**config.mk**
```make
export PLATFORM = sky130hd
export DESIGN_NAME = iws_top
export DESIGN_NICKNAME = d
export VERILOG_FILES = /design/src/verilog/iws_pkg.sv /design/src/verilog/iws_status_flags.sv /design/src/verilog/iws_top.sv
export SDC_FILE = /design/constraint.sdc
export NUM_CORES = 1
export LEC_CHECK = 0
export ABC_AREA = 1
export BUFFER_PORTS_ARGS = -buffer_cell sky130_fd_sc_hd__buf_2
export CORE_UTILIZATION = 50
export DETAILED_ROUTE_END_ITERATION = 12
export PLACE_DENSITY = 0.9
export REMOVE_ABC_BUFFERS = 1
export SETUP_SLACK_MARGIN = 0.3
export SLEW_MARGIN = 20
export SYNTH_ARGS = -nofsm -noshare
export SYNTH_HDL_FRONTEND = slang
export SYNTH_SLANG_ARGS = --single-unit
```
**constraint.sdc**
```tcl
create_clock -name sys_clk -period 3.2 [get_ports sys_clk]
set_clock_uncertainty 0.1 [all_clocks]
set_input_delay 0.64 -clock sys_clk [delete_from_list [all_inputs] [get_ports sys_clk]]
set_output_delay 0.64 -clock sys_clk [all_outputs]
set_load 0.05 [all_outputs]
```
**src/verilog/iws_pkg.sv**
```systemverilog
// constants and state types for the interrupt and wake status block
package iws_pkg;
    localparam int unsigned NUM_SRC = 4;
    localparam int unsigned VEC_W = 12;
    // source bit positions in the flag and mask registers
    localparam int unsigned SRC_TC_BIT = 0;
    localparam int unsigned SRC_EXT_BIT = 1;
    localparam int unsigned SRC_SPI_BIT = 2;
    localparam int unsigned SRC_T1_BIT = 3;
    // fetch addresses
    localparam logic [VEC_W-1:0] HW_VECTOR = 12'h001;
    localparam logic [VEC_W-1:0] SW_VECTOR = 12'h002;
    // values after any reset
    localparam logic [NUM_SRC-1:0] FLAG_RST = 4'h0;
    localparam logic [NUM_SRC-1:0] MASK_RST = 4'h0;
    localparam logic GIE_RST = 1'b0;
    localparam logic [VEC_W-1:0] VEC_RST = 12'h000;
    // time-out and power-down flags after power-on
    localparam logic TO_POR = 1'b1;
    localparam logic PD_POR = 1'b1;

    typedef enum logic [1:0] {
        IWS_RUN,
        IWS_FIRST_SLEEP,
        IWS_SECOND_SLEEP
    } iws_mode_type;

    typedef struct packed {
        logic to_flag;
        logic pd_flag;
    } iws_tp_type;

    typedef struct packed {
        iws_mode_type mode;
        logic [NUM_SRC-1:0] flags;
        logic [NUM_SRC-1:0] mask;
        logic gie;
        logic sw_pend;
        logic vec_req;
        logic [VEC_W-1:0] vec_addr;
        logic [NUM_SRC-1:0] flag_rd;
        logic core_rst;
        logic wake;
        logic asleep;
    } iws_core_type;
endpackage

```
**src/verilog/iws_status_flags.sv**
```systemverilog
// time-out and power-down status flags
`timescale 1ns/100ps
`default_nettype none
module iws_status_flags
    import iws_pkg::*;
(
    input wire logic sys_clk, // core instruction clock
    input wire logic nrst, // power-on reset, active low
    input wire logic ev_wdt_run, // watchdog reset while running
    input wire logic ev_wdt_s1, // watchdog wake from first sleep mode
    input wire logic ev_wdt_s2, // watchdog wake from second sleep mode
    input wire logic ev_wd_clear, // watchdog-clear instruction
    input wire logic ev_sleep, // enter-sleep instruction
    output logic to_flag, // time-out flag
    output logic pd_flag // power-down flag
);
    iws_tp_type st_r;
    iws_tp_type st_nxt;

    always_comb
    begin
        st_nxt = st_r;
        if (ev_wd_clear)
        begin
            st_nxt.to_flag = 1'b1;
            st_nxt.pd_flag = 1'b1;
        end
        if (ev_sleep)
        begin
            st_nxt.to_flag = 1'b1;
            st_nxt.pd_flag = 1'b0;
        end
        // power-down keeps its value on these two
        if (ev_wdt_run || ev_wdt_s2)
        begin
            st_nxt.to_flag = 1'b0;
        end
        if (ev_wdt_s1)
        begin
            st_nxt.to_flag = 1'b0;
            st_nxt.pd_flag = 1'b0;
        end
    end

    always_ff @(posedge sys_clk or negedge nrst)
    begin
        if (!nrst)
        begin
            st_r.to_flag <= TO_POR;
            st_r.pd_flag <= PD_POR;
        end
        else
        begin
            st_r <= st_nxt;
        end
    end

    assign to_flag = st_r.to_flag;
    assign pd_flag = st_r.pd_flag;
endmodule
`default_nettype wire

```
**src/verilog/iws_top.sv**
```systemverilog
// interrupt flags, mask, global enable, vectoring and reset/wake cause
//
// What this block does
// - Reset comes only from power-on (nrst) or watchdog expiry.
// - Power-on sets time-out and power-down flags to one.
// - Watchdog reset while running clears time-out, keeps power-down.
// - Watchdog wake from first sleep mode clears both status flags.
// - Watchdog wake from second sleep mode clears time-out, keeps power-down.
// - Pin-change wake from second sleep mode leaves both status flags alone.
// - Watchdog-clear sets both; enter-sleep sets time-out, clears power-down; expiry clears time-out.
// - Four sources: timer overflow, external pin, serial transfer done, timer1 match.
// - Requests latch into a flag register; a per-source mask register gates read-back and vectoring.
// - Global enable is set by the enable instruction, cleared by the disable instruction.
// - An enabled peripheral interrupt fetches next from address 001.
// - Flags set on their event regardless of mask or global enable.
// - Flag register reads return flags AND mask.
// - Return-from-interrupt sets the global enable like the enable instruction.
// - Software interrupt with enable set fetches next from address 002 when no unmasked flag is pending.
// - Flags stay set until software clears them or a power-on or watchdog reset clears them.
`timescale 1ns/100ps
`default_nettype none
module iws_top
    import iws_pkg::*;
(
    input wire logic sys_clk, // core instruction clock, 125 MHz
    input wire logic nrst, // power-on reset, active low
    input wire logic wdt_expire, // watchdog timer expiry pulse
    input wire logic pin_change, // port pin-change wake event
    input wire logic evt_timer_ovf, // timer_counter overflow pulse
    input wire logic evt_ext_int, // external interrupt pin event pulse
    input wire logic evt_spi_done, // serial transfer done pulse
    input wire logic evt_t1_match, // timer1 compare match pulse
    input wire logic global_irq_on_instr, // enable-interrupt instruction strobe
    input wire logic global_irq_off_instr, // disable-interrupt instruction strobe
    input wire logic return_from_irq_instr, // return-from-interrupt strobe
    input wire logic soft_irq_instr, // software interrupt instruction strobe
    input wire logic enter_sleep_instr, // enter-sleep instruction strobe
    input wire logic sleep_mode_sel, // 0 first_sleep_mode, 1 second_sleep_mode
    input wire logic watchdog_clear_instr, // watchdog-clear instruction strobe
    input wire logic flag_wr, // software write of interrupt_flag_register
    input wire logic [NUM_SRC-1:0] flag_wdata, // value written to the flags
    input wire logic mask_wr, // software write of interrupt_mask_register
    input wire logic [NUM_SRC-1:0] mask_wdata, // value written to the mask
    output logic [NUM_SRC-1:0] flag_rdata, // flags AND mask, as software reads them
    output logic [NUM_SRC-1:0] mask_rdata, // interrupt_mask_register contents
    output logic global_irq_en, // global interrupt enable
    output logic vec_req, // one-cycle request to fetch from vec_addr
    output logic [VEC_W-1:0] vec_addr, // fetch address of the last vector
    output logic core_reset, // one-cycle watchdog reset of the core
    output logic wake, // one-cycle wake pulse after a pin change in second sleep mode
    output logic sleeping, // core is in a sleep mode
    output logic timeout_flag, // time-out status flag
    output logic powerdown_flag // power-down status flag
);
    iws_core_type st_r;
    iws_core_type st_nxt;

    logic [NUM_SRC-1:0] src_evt;
    logic in_run;
    logic wdt_run;
    logic wdt_s1;
    logic wdt_s2;
    logic pin_s2;
    logic do_sleep;
    logic do_wd_clear;

    // unmasked pending sources; used for both read-back and vector decision
    function automatic logic [NUM_SRC-1:0] gated(input logic [NUM_SRC-1:0] f,
                                                 input logic [NUM_SRC-1:0] m);
        gated = f & m;
    endfunction

    always_comb
    begin
        src_evt = '0;
        src_evt[SRC_TC_BIT] = evt_timer_ovf;
        src_evt[SRC_EXT_BIT] = evt_ext_int;
        src_evt[SRC_SPI_BIT] = evt_spi_done;
        src_evt[SRC_T1_BIT] = evt_t1_match;
    end

    assign in_run = (st_r.mode == IWS_RUN);
    // watchdog expiry is a reset in every mode; its flag effect depends on the mode
    assign wdt_run = wdt_expire && (st_r.mode == IWS_RUN);
    assign wdt_s1 = wdt_expire && (st_r.mode == IWS_FIRST_SLEEP);
    assign wdt_s2 = wdt_expire && (st_r.mode == IWS_SECOND_SLEEP);
    assign pin_s2 = pin_change && !wdt_expire && (st_r.mode == IWS_SECOND_SLEEP);
    // instructions only execute while the core runs and no reset lands
    assign do_sleep = enter_sleep_instr && in_run && !wdt_expire;
    assign do_wd_clear = watchdog_clear_instr && in_run && !wdt_expire;

    always_comb
    begin
        st_nxt = st_r;
        st_nxt.vec_req = 1'b0;
        st_nxt.core_rst = 1'b0;
        st_nxt.wake = 1'b0;

        // software write first, so an event in the same cycle still sets its flag
        if (flag_wr && in_run)
        begin
            st_nxt.flags = flag_wdata;
        end
        st_nxt.flags = st_nxt.flags | src_evt;
        if (mask_wr && in_run)
        begin
            st_nxt.mask = mask_wdata;
        end

        if (in_run)
        begin
            if (global_irq_off_instr)
            begin
                st_nxt.gie = 1'b0;
            end
            if (global_irq_on_instr || return_from_irq_instr)
            begin
                st_nxt.gie = 1'b1;
            end
            if (soft_irq_instr)
            begin
                st_nxt.sw_pend = 1'b1;
            end
            // a vector needs the enable as it stood; the hardware vector wins a tie
            if (st_r.gie && (|gated(st_r.flags, st_r.mask)))
            begin
                st_nxt.vec_req = 1'b1;
                st_nxt.vec_addr = HW_VECTOR;
                st_nxt.gie = 1'b0;
            end
            else if (st_r.gie && (st_r.sw_pend || soft_irq_instr))
            begin
                st_nxt.vec_req = 1'b1;
                st_nxt.vec_addr = SW_VECTOR;
                st_nxt.gie = 1'b0;
                st_nxt.sw_pend = 1'b0;
            end
            if (do_sleep)
            begin
                st_nxt.mode = sleep_mode_sel ? IWS_SECOND_SLEEP : IWS_FIRST_SLEEP;
            end
        end

        unique case (st_r.mode)
            IWS_RUN:
            begin
            end
            IWS_FIRST_SLEEP:
            begin
            end
            IWS_SECOND_SLEEP:
            begin
                if (pin_s2)
                begin
                    st_nxt.mode = IWS_RUN;
                    st_nxt.wake = 1'b1;
                end
            end
            default:
            begin
                st_nxt.mode = IWS_RUN;
            end
        endcase

        // watchdog reset overrides everything; event flags restart from zero
        if (wdt_expire)
        begin
            st_nxt.mode = IWS_RUN;
            st_nxt.core_rst = 1'b1;
            st_nxt.flags = FLAG_RST;
            st_nxt.mask = MASK_RST;
            st_nxt.gie = GIE_RST;
            st_nxt.sw_pend = 1'b0;
            st_nxt.vec_req = 1'b0;
            st_nxt.vec_addr = VEC_RST;
        end

        st_nxt.flag_rd = gated(st_nxt.flags, st_nxt.mask);
        // kept as its own flop so the sleeping output is glitch free
        st_nxt.asleep = (st_nxt.mode != IWS_RUN);
    end

    always_ff @(posedge sys_clk or negedge nrst)
    begin
        if (!nrst)
        begin
            st_r.mode <= IWS_RUN;
            st_r.flags <= FLAG_RST;
            st_r.mask <= MASK_RST;
            st_r.gie <= GIE_RST;
            st_r.sw_pend <= 1'b0;
            st_r.vec_req <= 1'b0;
            st_r.vec_addr <= VEC_RST;
            st_r.flag_rd <= FLAG_RST;
            st_r.core_rst <= 1'b0;
            st_r.wake <= 1'b0;
            st_r.asleep <= 1'b0;
        end
        else
        begin
            st_r <= st_nxt;
        end
    end

    iws_status_flags u_status
    (
        .sys_clk(sys_clk),
        .nrst(nrst),
        .ev_wdt_run(wdt_run),
        .ev_wdt_s1(wdt_s1),
        .ev_wdt_s2(wdt_s2),
        .ev_wd_clear(do_wd_clear),
        .ev_sleep(do_sleep),
        .to_flag(timeout_flag),
        .pd_flag(powerdown_flag)
    );

    assign flag_rdata = st_r.flag_rd;
    assign mask_rdata = st_r.mask;
    assign global_irq_en = st_r.gie;
    assign vec_req = st_r.vec_req;
    assign vec_addr = st_r.vec_addr;
    assign core_reset = st_r.core_rst;
    assign wake = st_r.wake;
    assign sleeping = st_r.asleep;
endmodule
`default_nettype wire

```
==> out/metrics.sh <==
MOSTFREQUENTLAYOUTCELLS='41 x buf_2, 22 x nor2_1, 22 x dfrtp_1'
TOP_POST_SYNTHESIS_CELLS_BY_AREA='dfrtp_1 44%, buf_4 12%, nor2_1 6.5%'
DETAILEDROUTE.FIRSTITERATIONVIOLATIONS=18
DIE-WIDTH_MICRONS=52.3
SYNTH_AREA_SQ_UM=1260
DIE_HEIGHT_MICRONS=52.3
GRT_SETUP_UNREPAIRED='no'
NUM_ROWS=17
FINAL_COMMON_CELL='buf_2'
POST_DP_HPWL_MICRONS=1820
WORST_SKEW_PAIR_LATENCY_NS=0.31
WORST_IR_DROP_VDD_uV=347
POSTCTSRESIZEDCELLS=0
HOLD_VIOL=0
GLOBAL_ROUTE.OVERFLOW_TOTAL=0
POST_SYNTH_INST_COUNT=139
PLACEDCELLCOUNT=196
WORST_SLEW_PIN_TRAN_NS=0.519
SYNTH-WARNING-COUNT=0
NUM_VIAS=969
SLEW_HEADROOM_PCT=65.4
SYNTH_SEQ_CELLS=24
CAP_VIOL_MAX_COUNT=0
FP.COREAREA_SQ_UM=2300
CLASS_OF_THE_WORST_HOLD_PATH='input port to async pin'
CLK_PIN_SLEW_WORST_PATHS_NS=0.13
DRT-WIRELENGTH-PER-CELL_MICRONS=11.3
CTS-ROOT-BUF='clkbuf_4'
TRITONCTS_CLOCK_TREE='done'
SETUP-VIOLATIONS-FINAL=0
FINALMAXSLEWVIOLATIONS=0
CRITICAL_PATH.MAX_STAGE_DELAY_NS=0.55
CLOCK.FMAX_GHz=0.540
POST-SYNTH-TOP-AREA-FRACTION_PCT=43.5
WORST-ENDPOINT-ARRIVAL_NS=1.11
FIN_AREA_SQ_UM=1420
LEAKAGEPOWER_nW=0.801
NETLIST-CELL-TYPE-COUNT=26
CTS.REPAIR_TIMING.SETUP_BUFFER_COUNT=0
SYNTHESIS.AREA_PER_INSTANCE_SQ_UM=9.10
YS_SEQ_AREA_SHARE_PCT=47.7
ANTENNA_DIODE_COUNT=0
P_TOTAL_mW=0.724
IO_PINS=52
WIRELENGTH_MICRONS=2270
GR-USAGE-ALL-LAYERS_PCT=18.3
REQUIRED_NS=2.46
TIMING_WORST_SETUP_PATH_TYPE='flop to output port'
WORST_SETUP_PATH_START_KIND='flop'
PWR_CELL_AREA_nW_PER_UM2=511
SYN_TO_FINAL_GROWTH_PCT=12.1
MIN_PERIOD_NS=1.85
POST-ROUTE-DRC-COUNT=0
WORST_PATH_CELL_TRACE='buf_2'
FINALSETUPTNS_NS=0
CTS_HOLD_BUFFERS=0
NUMCTSBUFFERS=3
CLOCK_SINK_COUNT=24
FLOORPLAN.INITIALDENSITY_PCT=55.1
FIRST_GLOBAL_VIAS=936
PORTBUFFERS=41
CTS_HTREE_LEVELS=1
GRT_START_MAX_NET_PINS=25
CRITICAL_PATH.N_BUFFERS_INVERTERS=1
VIA_PER_INST=4.85
LAYOUT.FILLER_CELLS=210
FINAL_NET_COUNT=198
SYNTH_AREA_LEADER_CELL='dfrtp_1'
DRT_PRE_ANTENNA_ITERS=4
DRIVE_GT1_SHARE_PCT=38.4
FINALCRITPERIODSHARE_PCT=57.8
ANTENNA_FOUND_INITIAL=0
DIE-AREA_SQ_UM=2740
CRIT_PATH_CAPTURE_TYPE='output port'
WORST_PATH_MAX_DELAY_CELL='dfstp_2'
FINALWEIGHTEDCONGESTION=0.806
WORST-PATH-MAX-FANOUT=2
GRT_FIRST_PASS_WIRELENGTH_MICRONS=3660
CTSLONGESTPATHBUFFERS=2
STDCELL_COUNT=200
CRITICAL-PATH-TOP-DELAY-FAMILY='flip-flops'
POST_DP_CELL_AREA_SQ_UM=1380
STATUS='complete, no violations'
POSTROUTEANTENNANETS=0
==> through the flow <==
stage          utilization (%)  worst slack [ns]  hold WS (ns)
2_1_floorplan                -              1.77         0.244
3_3_place_gp              60.1              1.65         0.349
3_5_place_dp              60.1              1.59         0.360
4_1_cts                   61.7              1.34         0.192
5_1_grt                   61.7              1.30         0.220
6_report                  61.7              1.35         0.182
==> state kept, by name (all words and copies together) (netlist names) <==
signal	flops
st_r	7
flag_rdata	4
mask_rdata	4
vec_addr	2
core_reset	1
global_irq_en	1
sleeping	1
u_status.pd_flag	1
u_status.to_flag	1
vec_req	1
wake	1
==> cells in the mapped netlist <==
master	count
dfstp_2	2
inv_8	1
nor3_1	1
a211oi_2	4
nand4_1	1
nor2_4	1
nor2_2	4
o31ai_1	3
buf_4	21
a21oi_1	2
nand2_8	2
inv_6	1
o211ai_1	1
o21ai_1	5
inv_2	3
o21ai_0	1
o21ai_2	1
a31oi_1	1
conb_1	1
nand2_2	1
nand3_1	6
nand2_1	17
dfrtp_1	22
nand2_4	1
nor2_1	22
inv_1	14
==> path summary, 6_finish.rpt <==
check	end	depth (start not counted)	from	slack [ns]
setup / recovery	timeout_flag	1	u_status.to_flag	1.35
hold reg to reg	u_status.pd_flag	2	u_status.pd_flag	0.38
min in group sys_clk	u_status.pd_flag	2	u_status.pd_flag	0.38
hold / removal	sleeping	1	nrst	0.18
max in group asynchronous	u_status.pd_flag	1	nrst	2.46
setup reg to reg	vec_addr[0]	7	mask_rdata[1]	1.80
==> cell families after synthesis <==
| family | synth area share, % |
|---|---|
| AND/OR/NAND/NOR | 22.3 |
| buffers and inverters | 19.1 |
| flip-flops | 47.7 |
| AO/OA/AOI/OAI | 10.7 |
| other | 0.296 |
==> routing by layer <==
| metal | vias up | global-route usage, % | share of wire [%] |
|---|---|---|---|
| li1 | 474 | - | - |
| met1 | 452 | 19.4 | 40 |
| met2 | 41 | 34.4 | 53 |
| met3 | 2 | 3.19 | 6.6 |
| met4 | 0 | 8.33 | 0.35 |
| met5 | - | 0 | 0 |
==> where the power goes <==
part | total, mW | leakage (nW) | switching (mW) | internal (mW)
clock network | 0.158 | 0.0210 | 0.0890 | 0.0694
logic | 0.218 | 0.471 | 0.164 | 0.0535
registers | 0.348 | 0.309 | 0.0173 | 0.331
total | 0.724 | 0.801 | 0.271 | 0.454
==> final cells by class <==
class	count	area, sq um	share of cell area, %
Inverter	19	83.8	5.91
Sequential cell	24	603	42.5
Multi-Input combinational cell	84	454	32.0
Tap cell	28	35.0	2.47
Clock buffer	4	36.3	2.56
Timing Repair Buffer	41	205	14.5
No activity file was read; power rests on OpenSTA's default activity.
